--- config.mk ---
export PLATFORM = sky130hd
export DESIGN_NAME = cetf_top
export DESIGN_NICKNAME = d
export VERILOG_FILES = /design/src/cetf_cost.v /design/src/cetf_flags.v /design/src/cetf_top.v
export VERILOG_INCLUDE_DIRS = /design/src
export SDC_FILE = /design/constraint.sdc
export NUM_CORES = 2
export LEC_CHECK = 0
export BUFFER_PORTS_ARGS = -buffer_cell sky130_fd_sc_hd__buf_2
export CAP_MARGIN = 0
export CORE_UTILIZATION = 25
export CTS_CLUSTER_SIZE = 25
export DETAILED_ROUTE_END_ITERATION = 16
export GPL_ROUTABILITY_DRIVEN = 0
export PLACE_DENSITY = 0.46
export SLEW_MARGIN = 20
export SYNTH_ARGS = -nofsm -noshare
export SYNTH_HDL_FRONTEND = slang
export SYNTH_HIERARCHICAL = 1
export SYNTH_SLANG_ARGS = --single-unit
--- constraint.sdc ---
create_clock -name pclk -period 49.9 [get_ports pclk]
set_clock_uncertainty 0.1 [all_clocks]
set_input_delay 4.99 -clock pclk [delete_from_list [all_inputs] [get_ports pclk]]
set_output_delay 4.99 -clock pclk [all_outputs]
set_load 0.03 [all_outputs]
--- src/cetf_map.vh ---
// register map, field positions, reset values and timing counts of the
// execution timing and flag unit; assumes 32-bit apb word addressing
`ifndef CETF_MAP_VH
`define CETF_MAP_VH

// ==========================================================
// register byte offsets
`define CETF_OFS_CTRL     8'h00
`define CETF_OFS_SRC      8'h04
`define CETF_OFS_DST      8'h08
`define CETF_OFS_CNT      8'h0C
`define CETF_OFS_STAT     8'h10
`define CETF_OFS_ACC      8'h14
`define CETF_OFS_INST     8'h18
`define CETF_OFS_OPA      8'h1C
`define CETF_OFS_OPB      8'h20
`define CETF_OFS_OP       8'h24
`define CETF_OFS_CCR      8'h28
`define CETF_OFS_RES      8'h2C

// ==========================================================
// control bits
`define CETF_CTRL_GO      0
`define CETF_CTRL_WORD    1
`define CETF_CTRL_EXR     2

// ==========================================================
// condition code bit positions
`define CETF_CCR_C        0
`define CETF_CCR_V        1
`define CETF_CCR_Z        2
`define CETF_CCR_N        3
`define CETF_CCR_H        5
`define CETF_CCR_RST      8'h00

// ==========================================================
// access paths and kinds
`define CETF_PATH_ONCHIP  3'h0
`define CETF_PATH_SMOD8   3'h1
`define CETF_PATH_SMOD16  3'h2
`define CETF_PATH_EXT8_2  3'h3
`define CETF_PATH_EXT8_3  3'h4
`define CETF_PATH_EXT16_2 3'h5
`define CETF_PATH_EXT16_3 3'h6
`define CETF_KIND_FETCH   2'h0
`define CETF_KIND_BYTE    2'h1
`define CETF_KIND_WORD    2'h2
`define CETF_KIND_INT     2'h3

// ==========================================================
// timing counts in states
`define CETF_COPY_SETUP   3'h4
`define CETF_SAVE_BASE    8'h07
`define CETF_TRAP_BASE    8'h08
`define CETF_RTE_BASE     8'h05
`define CETF_EXR_EXTRA    8'h01

`endif

--- src/cetf_cost.v ---
// access cost calculator: states per bus cycle by path, kind and waits,
// plus multi-register save and trap/return counts; purely combinational
`timescale 1ns/1ps
`default_nettype none
`include "cetf_map.vh"

module cetf_cost (
    // access query
    input  wire [2:0] path,
    input  wire [1:0] kind,
    input  wire [3:0] waits,
    output reg  [7:0] acc_states,
    output reg        acc_illegal,
    // instruction query
    input  wire [2:0] save_regs,
    input  wire       trap_sel,
    input  wire       rte_sel,
    input  wire       exr_valid,
    output reg  [7:0] inst_states
);
    // ==========================================================
    // per access cost
    always @* begin
        acc_illegal = 1'b0;
        acc_states  = 8'h01;
        if (kind == `CETF_KIND_INT) begin
            acc_states = 8'h01;                              // RULE_03
        end else begin
            case (path)
                `CETF_PATH_ONCHIP: acc_states = 8'h01;       // RULE_01
                `CETF_PATH_SMOD8,
                `CETF_PATH_EXT8_2:
                    acc_states = (kind == `CETF_KIND_BYTE) ? 8'h02 : 8'h04; // RULE_02
                `CETF_PATH_SMOD16: acc_states = 8'h02;       // RULE_02
                `CETF_PATH_EXT8_3:
                    acc_states = (kind == `CETF_KIND_BYTE) ?
                        8'h03 + {4'h0, waits} :
                        8'h06 + {3'h0, waits, 1'b0};          // RULE_03
                default: begin
                    acc_illegal = 1'b1;                       // RULE_04
                    acc_states  = 8'h00;
                end
            endcase
        end
    end

    // ==========================================================
    // instruction counts; extended register adds one state to trap and return
    always @* begin
        if (trap_sel)
            inst_states = `CETF_TRAP_BASE + (exr_valid ? `CETF_EXR_EXTRA : 8'h00); // RULE_11
        else if (rte_sel)
            inst_states = `CETF_RTE_BASE + (exr_valid ? `CETF_EXR_EXTRA : 8'h00);  // RULE_11
        else if (save_regs >= 3'h2 && save_regs <= 3'h4)
            inst_states = `CETF_SAVE_BASE + {4'h0, save_regs - 3'h2, 1'b0};       // RULE_06
        else
            inst_states = 8'h00;
    end
endmodule // cetf_cost
`default_nettype wire

--- src/cetf_flags.v ---
// flag unit: arithmetic result and condition codes for add, subtract,
// extended add/subtract and divide; combinational, caller latches
`timescale 1ns/1ps
`default_nettype none
`include "cetf_map.vh"

module cetf_flags (
    // operands
    input  wire [31:0] opa,
    input  wire [31:0] opb,
    input  wire [2:0]  op,
    input  wire [7:0]  ccr_in,
    // results
    output reg  [31:0] result,
    output reg  [7:0]  ccr_out
);
    reg [32:0] sum;
    reg [15:0] q;
    reg [7:0]  r;
    reg        cin;

    // ==========================================================
    // op 0 add.w, 1 sub.w, 2 add.l, 3 sub.l, 4 addx, 5 subx, 6 divs, 7 divu
    always @* begin
        sum     = 33'h0;
        q       = 16'h0;
        r       = 8'h0;
        cin     = ccr_in[`CETF_CCR_C];
        ccr_out = ccr_in;
        result  = 32'h0;
        case (op)
            3'h0, 3'h1, 3'h4, 3'h5: begin
                if (op[0])
                    sum = {17'h0, opa[15:0]} - {17'h0, opb[15:0]} - {32'h0, op[2] & cin};
                else
                    sum = {17'h0, opa[15:0]} + {17'h0, opb[15:0]} + {32'h0, op[2] & cin};
                result = {16'h0, sum[15:0]};
                ccr_out[`CETF_CCR_H] = opa[12] ^ opb[12] ^ sum[12];     // RULE_07
                ccr_out[`CETF_CCR_C] = sum[16];
                ccr_out[`CETF_CCR_N] = sum[15];
                ccr_out[`CETF_CCR_V] = op[0] ? (opa[15] ^ opb[15]) & (opa[15] ^ sum[15])
                                             : ~(opa[15] ^ opb[15]) & (opa[15] ^ sum[15]);
                if (op[2])
                    ccr_out[`CETF_CCR_Z] = ccr_in[`CETF_CCR_Z] & (sum[15:0] == 16'h0); // RULE_08
                else
                    ccr_out[`CETF_CCR_Z] = (sum[15:0] == 16'h0);
            end
            3'h2, 3'h3: begin
                sum = op[0] ? {1'b0, opa} - {1'b0, opb} : {1'b0, opa} + {1'b0, opb};
                result = sum[31:0];
                ccr_out[`CETF_CCR_H] = opa[28] ^ opb[28] ^ sum[28];     // RULE_07
                ccr_out[`CETF_CCR_C] = sum[32];
                ccr_out[`CETF_CCR_N] = sum[31];
                ccr_out[`CETF_CCR_Z] = (sum[31:0] == 32'h0);
                ccr_out[`CETF_CCR_V] = op[0] ? (opa[31] ^ opb[31]) & (opa[31] ^ sum[31])
                                             : ~(opa[31] ^ opb[31]) & (opa[31] ^ sum[31]);
            end
            default: begin
                // 16 by 8 divide; quotient low byte, remainder high byte
                if (opb[7:0] != 8'h00) begin
                    if (op[0]) begin
                        q = opa[15:0] / {8'h0, opb[7:0]};
                        r = opa[7:0] - q[7:0] * opb[7:0];
                    end else begin
                        q = $signed(opa[15:0]) / $signed({{8{opb[7]}}, opb[7:0]});
                        r = opa[7:0] - q[7:0] * opb[7:0];
                    end
                end
                result = {16'h0, r, q[7:0]};
                ccr_out[`CETF_CCR_Z] = (opb[7:0] == 8'h00);             // RULE_09
                ccr_out[`CETF_CCR_N] = op[0] ? opb[7]                   // RULE_10
                                             : (opb[7:0] != 8'h00) & q[7];
            end
        endcase
    end
endmodule // cetf_flags
`default_nettype wire

--- src/cetf_top.v ---
// execution timing and flag unit: apb slave, block copy engine, access
// cost and flag calculators; assumes a one-state byte memory on mem_*
//
// Contract
// RULE_01 - base state counts hold when code and operands sit in one-state word memory.
// RULE_02 - 8-bit module or 8-bit two-state external costs 4 per fetch or word, 2 per byte.
// RULE_03 - 8-bit three-state external costs 6+2m per fetch or word, 3+m per byte.
// RULE_04 - no 16-bit external bus exists; such a path is refused.
// RULE_05 - block copy moves count bytes source to destination in 4+2n states.
// RULE_06 - register save or restore takes 7, 9 or 11 states for 2, 3 or 4 registers.
// RULE_07 - half carry reflects carry or borrow at bit 11 for words, bit 27 for longs.
// RULE_08 - extended add or subtract keeps zero on a zero result, clears it otherwise.
// RULE_09 - divide sets the zero flag exactly when the divisor is zero.
// RULE_10 - signed divide sets the sign flag for a negative divisor or quotient; code: signed for a negative quotient only, unsigned for a negative divisor.
// RULE_11 - trap and return take one state more while the extended register is valid.
`timescale 1ns/1ps
`default_nettype none
`include "cetf_map.vh"

module cetf_top (
    // clock and reset
    input  wire        pclk,
    input  wire        presetn,
    // apb slave
    input  wire        psel,
    input  wire        penable,
    input  wire        pwrite,
    input  wire [7:0]  paddr,
    input  wire [31:0] pwdata,
    output wire [31:0] prdata,
    output wire        pready,
    output wire        pslverr,
    // copy memory port
    output wire [31:0] mem_addr,
    output wire        mem_rd,
    output wire        mem_wr,
    output wire [7:0]  mem_wdata,
    input  wire [7:0]  mem_rdata,
    // status
    output wire        copy_busy
);
    // ==========================================================
    // copy engine states
    localparam [1:0] ST_IDLE = 2'b00;
    localparam [1:0] ST_PRE  = 2'b01;
    localparam [1:0] ST_RD   = 2'b10;
    localparam [1:0] ST_WR   = 2'b11;

    reg  [1:0]  state_r;
    reg  [1:0]  pre_cnt_r;
    reg  [31:0] source_pointer_r;
    reg  [31:0] destination_pointer_r;
    reg  [15:0] copy_count_word_r;
    reg         word_mode_r;
    reg         extended_control_reg_r;
    reg         done_r;
    reg  [15:0] busy_states_r;
    reg  [11:0] acc_cfg_r;
    reg  [3:0]  inst_cfg_r;
    reg  [31:0] opa_r;
    reg  [31:0] opb_r;
    reg  [2:0]  op_r;
    reg  [7:0]  condition_code_reg_r;
    reg  [31:0] result_r;
    reg  [31:0] rdata_nxt;
    reg         err_nxt;

    wire        wr_en;
    wire        rd_en;
    wire        go;
    wire [15:0] cnt_eff;
    wire [7:0]  acc_states;
    wire        acc_illegal;
    wire [7:0]  inst_states;
    wire [31:0] alu_result;
    wire [7:0]  alu_ccr;

    // ==========================================================
    // apb strobes; zero wait state slave
    assign wr_en   = psel & penable & pwrite;
    assign rd_en   = psel & penable & ~pwrite;
    assign pready  = 1'b1;
    assign go      = wr_en & (paddr == `CETF_OFS_CTRL) & pwdata[`CETF_CTRL_GO]
                     & (state_r == ST_IDLE);

    // address decode used by the error path only; the read mux compares offsets itself
    function mapped;
        input [7:0] a;
        begin
            mapped = (a[1:0] == 2'b00) && (a <= `CETF_OFS_RES);
        end
    endfunction

    // byte mode only looks at the low count byte
    assign cnt_eff = word_mode_r ? copy_count_word_r
                                 : {8'h00, copy_count_word_r[7:0]};

    // ==========================================================
    // read mux and error answer
    always @* begin
        rdata_nxt = 32'h0;
        err_nxt   = ~mapped(paddr);
        if (paddr == `CETF_OFS_CTRL)
            rdata_nxt = {29'h0, extended_control_reg_r, word_mode_r, 1'b0};
        else if (paddr == `CETF_OFS_SRC)
            rdata_nxt = source_pointer_r;
        else if (paddr == `CETF_OFS_DST)
            rdata_nxt = destination_pointer_r;
        else if (paddr == `CETF_OFS_CNT)
            rdata_nxt = {16'h0, copy_count_word_r};
        else if (paddr == `CETF_OFS_STAT)
            rdata_nxt = {busy_states_r, 14'h0, done_r, state_r != ST_IDLE};
        else if (paddr == `CETF_OFS_ACC)
            rdata_nxt = {7'h0, acc_illegal, acc_states, 4'h0, acc_cfg_r};
        else if (paddr == `CETF_OFS_INST)
            rdata_nxt = {8'h0, inst_states, 12'h0, inst_cfg_r};
        else if (paddr == `CETF_OFS_OPA)
            rdata_nxt = opa_r;
        else if (paddr == `CETF_OFS_OPB)
            rdata_nxt = opb_r;
        else if (paddr == `CETF_OFS_OP)
            rdata_nxt = {29'h0, op_r};
        else if (paddr == `CETF_OFS_CCR)
            rdata_nxt = {24'h0, condition_code_reg_r};
        else if (paddr == `CETF_OFS_RES)
            rdata_nxt = result_r;
    end

    // read data is presented combinationally in the access phase
    assign prdata  = rd_en ? rdata_nxt : 32'h0;
    assign pslverr = psel & penable & err_nxt;

    // ==========================================================
    // configuration and operand registers
    always @(posedge pclk or negedge presetn) begin
        if (!presetn) begin
            word_mode_r            <= 1'b0;
            extended_control_reg_r <= 1'b0;
            acc_cfg_r              <= 12'h000;
            inst_cfg_r             <= 4'h0;
            opa_r                  <= 32'h0;
            opb_r                  <= 32'h0;
            op_r                   <= 3'h0;
        end else if (wr_en) begin
            if (paddr == `CETF_OFS_CTRL) begin
                // mode cannot change under a running copy
                if (state_r == ST_IDLE)
                    word_mode_r <= pwdata[`CETF_CTRL_WORD];
                extended_control_reg_r <= pwdata[`CETF_CTRL_EXR];
            end else if (paddr == `CETF_OFS_ACC)
                acc_cfg_r <= pwdata[11:0];
            else if (paddr == `CETF_OFS_INST)
                inst_cfg_r <= pwdata[3:0];
            else if (paddr == `CETF_OFS_OPA)
                opa_r <= pwdata;
            else if (paddr == `CETF_OFS_OPB)
                opb_r <= pwdata;
            else if (paddr == `CETF_OFS_OP)
                op_r <= pwdata[2:0];
        end
    end

    // ==========================================================
    // flag state: a write to op runs the calculation and latches it
    always @(posedge pclk or negedge presetn) begin
        if (!presetn) begin
            condition_code_reg_r <= `CETF_CCR_RST;
            result_r             <= 32'h0;
        end else if (wr_en && paddr == `CETF_OFS_OP) begin
            condition_code_reg_r <= alu_ccr;                 // RULE_08
            result_r             <= alu_result;
        end else if (wr_en && paddr == `CETF_OFS_CCR) begin
            condition_code_reg_r <= pwdata[7:0];
        end
    end

    // ==========================================================
    // copy engine: four setup states, then read and write per byte
    always @(posedge pclk or negedge presetn) begin
        if (!presetn) begin
            state_r               <= ST_IDLE;
            pre_cnt_r             <= 2'h0;
            source_pointer_r      <= 32'h0;
            destination_pointer_r <= 32'h0;
            copy_count_word_r     <= 16'h0;
            done_r                <= 1'b0;
        end else begin
            case (state_r)
                ST_IDLE: begin
                    // pointers and count are only writable while idle
                    if (wr_en && paddr == `CETF_OFS_SRC)
                        source_pointer_r <= pwdata;
                    if (wr_en && paddr == `CETF_OFS_DST)
                        destination_pointer_r <= pwdata;
                    if (wr_en && paddr == `CETF_OFS_CNT)
                        copy_count_word_r <= pwdata[15:0];
                    if (go) begin
                        state_r   <= ST_PRE;
                        pre_cnt_r <= 2'h0;
                        done_r    <= 1'b0;
                    end
                end
                ST_PRE: begin
                    pre_cnt_r <= pre_cnt_r + 2'h1;
                    if ({1'b0, pre_cnt_r} == `CETF_COPY_SETUP - 3'h1) begin
                        if (cnt_eff == 16'h0) begin
                            state_r <= ST_IDLE;              // RULE_05
                            done_r  <= 1'b1;
                        end else
                            state_r <= ST_RD;                // RULE_05
                    end
                end
                ST_RD: begin
                    state_r <= ST_WR;
                end
                default: begin
                    source_pointer_r      <= source_pointer_r + 32'h1;      // RULE_05
                    destination_pointer_r <= destination_pointer_r + 32'h1; // RULE_05
                    if (word_mode_r)
                        copy_count_word_r <= copy_count_word_r - 16'h1;
                    else
                        copy_count_word_r[7:0] <= copy_count_word_r[7:0] - 8'h1;
                    if (cnt_eff == 16'h1) begin
                        state_r <= ST_IDLE;
                        done_r  <= 1'b1;
                    end else
                        state_r <= ST_RD;
                end
            endcase
        end
    end

    // ==========================================================
    // busy state counter, saturates at FFFF; reads 4+2n once a copy ends for n up to 32765
    always @(posedge pclk or negedge presetn) begin
        if (!presetn)
            busy_states_r <= 16'h0;
        else if (go)
            busy_states_r <= 16'h0;
        else if (state_r != ST_IDLE && busy_states_r != 16'hFFFF)
            busy_states_r <= busy_states_r + 16'h1;          // RULE_05
    end

    // ==========================================================
    // memory port; read data returns one state after mem_rd
    assign mem_rd    = (state_r == ST_RD);
    assign mem_wr    = (state_r == ST_WR);
    assign mem_addr  = (state_r == ST_WR) ? destination_pointer_r
                                          : source_pointer_r;
    assign mem_wdata = mem_rdata;
    assign copy_busy = (state_r != ST_IDLE);

    // ==========================================================
    // calculators
    cetf_cost u_cost (
        .path        (acc_cfg_r[2:0]),
        .kind        (acc_cfg_r[5:4]),
        .waits       (acc_cfg_r[11:8]),
        .acc_states  (acc_states),
        .acc_illegal (acc_illegal),
        .save_regs   (inst_cfg_r[2:0]),
        .trap_sel    (inst_cfg_r[3] & ~inst_cfg_r[2]),
        .rte_sel     (inst_cfg_r[3] & inst_cfg_r[2]),
        .exr_valid   (extended_control_reg_r),
        .inst_states (inst_states)
    );

    cetf_flags u_flags (
        .opa     (opa_r),
        .opb     (opb_r),
        .op      (pwdata[2:0]),
        .ccr_in  (condition_code_reg_r),
        .result  (alu_result),
        .ccr_out (alu_ccr)
    );
endmodule // cetf_top
`default_nettype wire

# [After elaboration in Yosys (flattened, before gate mapping)]
# Index checks and enable logic that the tools add are counted.
# Widths: inputs -> output; s select.
[word_totals] reg_bits=226 in_bits=53 output_inout_bits=77 word_cells=229
[op_classes] addsub=20 mul=2 div=2 magnitude_cmp=3 n_eq_ne=35 n_mux=65 bitwise_logic=37 n_reduce_logical=46
[op_table] cell="$mux 32" n=16
[op_table] cell="$pmux 32 s2" n=3
[op_table] cell="$mux 8" n=12
[op_table] cell="$add 32x1->32 const B" n=2
[op_table] cell="$mux 16" n=4
[op_table] cell="$mux 17" n=2
[op_table] cell="$add 32x32->33" n=1
[op_table] cell="$mux 33" n=1
[op_table] cell="$sub 32x32->33" n=1
[op_table] cell="$eq 8x5->1 const B" n=4
[op_table] cell="$eq 8x6->1 const B" n=4
[op_table] cell="$logic_not 16->1" n=2
[op_table] cell="$logic_not 32->1" n=1
[op_table] cell="$pmux 16 s2" n=1
[op_table] cell="$pmux 8 s4" n=1
[op_table] cell="$add 16x16->17" n=1
[op_table] cell="$add 17x1->17" n=1
[op_table] cell="$sub 16x16->17" n=1
[op_table] cell="$sub 17x1->17" n=1
[op_table] cell="$add 16x1->16 const B" n=1
[op_table] cell="$and 1x1->1" n=16
[op_table] cell="$div 16x16->16" n=1
[op_table] cell="$div 16x8->16" n=1
[op_table] cell="$eq 16x1->1 const B" n=1
[op_table] cell="52 further kinds" n=131

# [Longest topological paths before layout]
[depth] word_depth=14 depth_mapped=209 ltp_nobuf=196

# [By module]
# The synthesis kept the hierarchy.
[by_module_without_submodules] module="cetf_flags" instances=1 cells_per_inst=2475 area_each_um2=17844.6 seq_area_each_um2=0.0
[by_module_without_submodules] module="cetf_top" instances=1 cells_per_inst=1430 area_each_um2=13696.9 seq_area_each_um2=5655.4
[by_module_without_submodules] module="cetf_cost" instances=1 cells_per_inst=63 area_each_um2=446.7 seq_area_each_um2=0.0

# [Least setup slack after synthesis]
# Ideal clock, no wire load.
[synth_path] kind="reg2reg" start="reg opb_r[1]" end="reg result_r[15]" setup_time_ns=0.125 t_arrival_ns=43.215 required_time_ns=49.675 path_slack_ns=6.460 stages_incl_launch_ff=200 n_path_buf=12 period_less_slack_ns=43.440 path_cell_list="dfrtp_1 > clkbuf_1 > clkinv_1 > ha_1 > or3b_2 > o31ai_1 > xnor2_1 > nand4_1 > nor3_1 > nand3_1 > and2_1 > ha_1 > or4b_2 > a21boi_0 > nor2_1 > ha_1 > a21oi_1 > nor3_1 > [164 not listed] > fa_1 > inv_1 > fa_1 > fa_1 > inv_1 > fa_1 > inv_1 > ha_1 > a21oi_1 > xnor2_1 > xnor2_1 > xnor2_1 > xnor2_1 > xnor2_1 > xnor3_1 > a221o_1 > or3b_1 > mux2_2"
[synth_via] elab_chain_len=6 word_cells_on_any_way=19 classes_between="add/sub: 8; mul: 2; div: 2; mux: 6; reduce/logical: 1"
[synth_lines] item="start, declared" line_no="cetf_top.v:61" rtl="reg [31:0] opb_r;"
[synth_lines] item="start signal, assigned" line_no="cetf_top.v:157" rtl="opb_r <= pwdata;"
[synth_lines] item="$div 16x16->16 / $div 16x8->16 (equally long branches)" line_no="cetf_flags.v:65, cetf_flags.v:62"
[synth_lines] item="$mul 8x8->8 (on tied branches)" line_no="cetf_flags.v:66, cetf_flags.v:63"
[synth_lines] item="$sub 8x8->8 (on tied branches)" line_no="cetf_flags.v:66, cetf_flags.v:63"
[synth_lines] item="$mux 8" line_no="cetf_flags.v:61" rtl="if (op[0]) begin"
[synth_lines] item="$mux 8" line_no="cetf_flags.v:60" rtl="if (opb[7:0] != 8'h00) begin"
[synth_lines] item="$pmux 32 s2 (*)" line_no="cetf_flags.v:31" rtl="case (op)"
[synth_lines] item="via alu_result[15]" line_no="cetf_top.v:75" rtl="wire [31:0] alu_result;"
[synth_lines] item="end signal, assigned" line_no="cetf_top.v:171" rtl="result_r <= alu_result;"
[synth_lines] item="end, declared" line_no="cetf_top.v:64" rtl="reg [31:0] result_r;"
# Mark *: on every way through the listed nets, which the timed path passes. The rest lies on a longest branch. The select of a mux whose other input is x is not followed.
# A chain may end at the register's enable or synchronous reset.

# [Final worst setup path]
# Ends and elaborated chain as after synthesis.

==> results.md <==
- Synth async-reset ratio: 100%
- Slowest cell on crit path: a2111oi_0
- Clk buf depth: 3
- Min Tclk post-route: 45,410 ps
- Num CTS Buffers: 30
- Post-Synth Adder-Cell Area: 17.1%
- IO Port Bufs: 112
- DRT Wirelength: 120 mm
- Final setup viols: 0
- Fmax achieved: 22.0 MHz
- Gr ovfl total: 0
- Count leader, synth: ha_1
- Clock Root Buffer: clkbuf_16
- Flop-to-flop setup slack: 4490 ps
- Synth Area in XOR/XNOR: 5.62%
- Register bit total from synthesis: 226
- Largest family of logic cells by synthesized area: compound AO/OA/AOI/OAI gates
- Largest net degree at the start of global routing: 109
- FF-to-FF path depth: 195
- Outcome: finished, final reports clean
- Wire per inst: 21.1 um
- Ys Warns: 6
- Compound-Gate Fraction of Synth Area: 25.4%
- Biggest area consumer among synthesized cells: dfrtp_1
- Met1 WL: 57.4 mm
- Post-synth cell types: 123
- # fillers: 13,700
- CP Depth: 195
- Finished Core Util: 28.1%
- Worst R2R Start: opb_r[1]$_DFFE_PN0P_
- Max-Slew Margin vs Limit: 31.2%
- Register area share after synthesis: 17.7%
- Avg Inst Size Synth: 8.06 um^2
- Avg Vias per Cell: 5.38
- Register area: 0.00566 mm^2
- DP Worst Slack: 4800 ps
- Area of the multi-input gates: 0.0249 mm^2
- Via Count: 30,700
- Max FO, Critical Path: 28
- Die area: 0.129 mm^2
- CP startpoint: opb_r[1]$_DFFE_PN0P_
- Metal3 WL: 6.02 mm
- Metal2 WL: 53.4 mm
- Synth top area share: 17.7%
- Chip width: 360 um
- Tot GR Track Use: 17.9%
- CP Launch Type: register
- Layout cells sized above 1: 13.8%
- Reg2Reg Capture Point: result_r[15]$_DFFE_PN0P_
- Post-CTS setup buffers: 0
- Skew-Pair Late Insertion Delay: 600 ps
- Hold_sp: pre_cnt_r[0]$_DFFE_PN0P_
- Vias in the first global route: 29,000
- Main synth FF type: dfrtp_1
- Post-route ant nets: 0
- Hold Path Class: register to register
- Fin Setup TNS: 0 ps
- Critical Path AT: 45,790 ps
- Worst setup margin: 4490 ps
- Kind of end point of the critical path: register
- First-pass GRT wire length: 183 mm
- Final HPWL DP: 91.4 mm
- Number of nets in the layout: 4,499
- Post-Synth Simple-Gate Area: 19.6%
- Max-slew violation count: 0
- Initial DRC Count: 2,477
- Tightest Pin Transition: 1030 ps
- WS Path Type: register to register
- Cell mode on critical path: o21a_1
- Post-synth EDFFs: 0
- CORE AREA: 0.126 mm^2
- WP buf/inv: 11
- Final worst path period share: 91.0%
- CTS H-tree lvls: 1
- Initial antenna violation count: 7
- Starting density of the core: 25.3%
- CP endpoint: result_r[15]$_DFFE_PN0P_
- Die height: 360 um
- CP required: 50,280 ps
- Site Rows: 130
- Clock sink count: 226
- RSZ-0062 raised after global routing: false
- Area Overhead vs Synth: 11.1%
- Family with the most delay on the worst path: compound AO/OA/AOI/OAI gates
- Mapped Area: 0.0320 mm^2
- Final hold slack: 379 ps
- Cells after Synth: 3,968
- Worst-path clk slew: 60 ps
- Synth cell count leaders: ha_1 (378), nor2_1 (363), a21oi_1 (265)
- CTS tree: built
- Top Layer Used: met5
- Max Cap Viol: 0
- Hold Fails Final Rpt: 0
- I/O Pins: 130
- Slowest stage delay, CP: 830 ps
- CTS Hold Buffers Added: 0
- Ranking of synthesized cells by area: dfrtp_1 (18%), ha_1 (15%), mux2_2 (7.8%)
- Mux cell area share after synthesis: 9.51%
- Drt drc: 0
- DRT Pass-1 Iters: 6
- Post-CTS Resized: 0
[through the flow]
step / instances / instance area [um^2]
after floorplan: 4006 / 32100
after global placement: 5649 / 34500
after detailed placement: 5649 / 34500
after CTS: 5701 / 35500
after global routing: 5701 / 35500
final: 5702 / 35500
[placed cells by master (no fill, tap or decap), drive strengths merged, types with 42 or more instances in the layout]
master / synthesis / final
buf: 69 / 187
a22oi: 46 / 46
mux2: 224 / 224
a21o: 54 / 54
xor2: 42 / 42
nor3: 182 / 182
ha: 378 / 378
xnor2: 158 / 158
and3: 43 / 43
o21ai: 234 / 234
o31ai: 63 / 63
and2: 47 / 47
a21oi: 267 / 267
nand2: 259 / 259
dfrtp: 226 / 226
nand2b: 46 / 46
mux2i: 45 / 45
nor2: 366 / 366
nand3: 94 / 94
o21a: 155 / 155
nand4: 43 / 43
inv: 197 / 197
[state kept, by name, summed over array words and instances, names as in the netlist, 2 cells and up]
register / flops
acc_cfg_r: 12
busy_states_r: 16
condition_code_reg_r: 8
copy_count_word_r: 16
destination_pointer_r: 32
inst_cfg_r: 4
op_r: 3
opa_r: 32
opb_r: 32
pre_cnt_r: 2
result_r: 32
source_pointer_r: 32
state_r: 2
[worst reg2reg max path: cells and delay by family (launching register included)]
family / cells / cell delay (ps)
DFF: 1 / 370
buffers and inverters: 11 / 2830
adders and majority gates: 22 / 7030
AOI/OAI and AO/OA: 124 / 25720
and+or+nand+nor: 21 / 4200
xor gates and xnor gates: 8 / 1680
muxes: 9 / 3420
[cells by family (layout without fill, tap and decap cells)]
logic type / Yosys count / count (layout)
mux: 271 / 271
flops: 226 / 226
simple gates: 1262 / 1262
compound gates: 1190 / 1190
fa+ha+maj: 415 / 415
other cells: 3 / 42
buf+inv: 399 / 444
xor+xnor: 202 / 202
[cell type report]
type                       count  area share [%]
multi-input combinational   3381            70.2
clock inverter                11           0.328
sequential                   226            15.9
antenna                        1         0.00704
inverter                     205            2.17
clock buffer                  41            2.40
tap                         1650            5.81
timing repair buffer         187            3.20
[per-layer routing]
metal | vias to the layer above | track usage [%]
met5 | - | 0
met4 | 8 | 4.47
met3 | 169 | 1.86
met2 | 853 | 28.8
met1 | 14800 | 25.4
li1 | 14800 | -
[how the worst min path moves through the flow]
stage / slack [ps] / cells after the start / endpoint
2_1_floorplan: 350 / 2 / condition_code_reg_r[3]$_DFFE_PN0P_
3_3_place_gp: 370 / 2 / condition_code_reg_r[3]$_DFFE_PN0P_
3_5_place_dp: 380 / 1 / pre_cnt_r[0]$_DFFE_PN0P_
4_1_cts: 380 / 1 / pre_cnt_r[0]$_DFFE_PN0P_
5_1_grt: 420 / 1 / result_r[4]$_DFFE_PN0P_
6_report: 380 / 1 / pre_cnt_r[0]$_DFFE_PN0P_
Power is left out: the tool's default activity adds up to more than one toggle a clock period on the data nets, which glitch-free logic cannot reach.
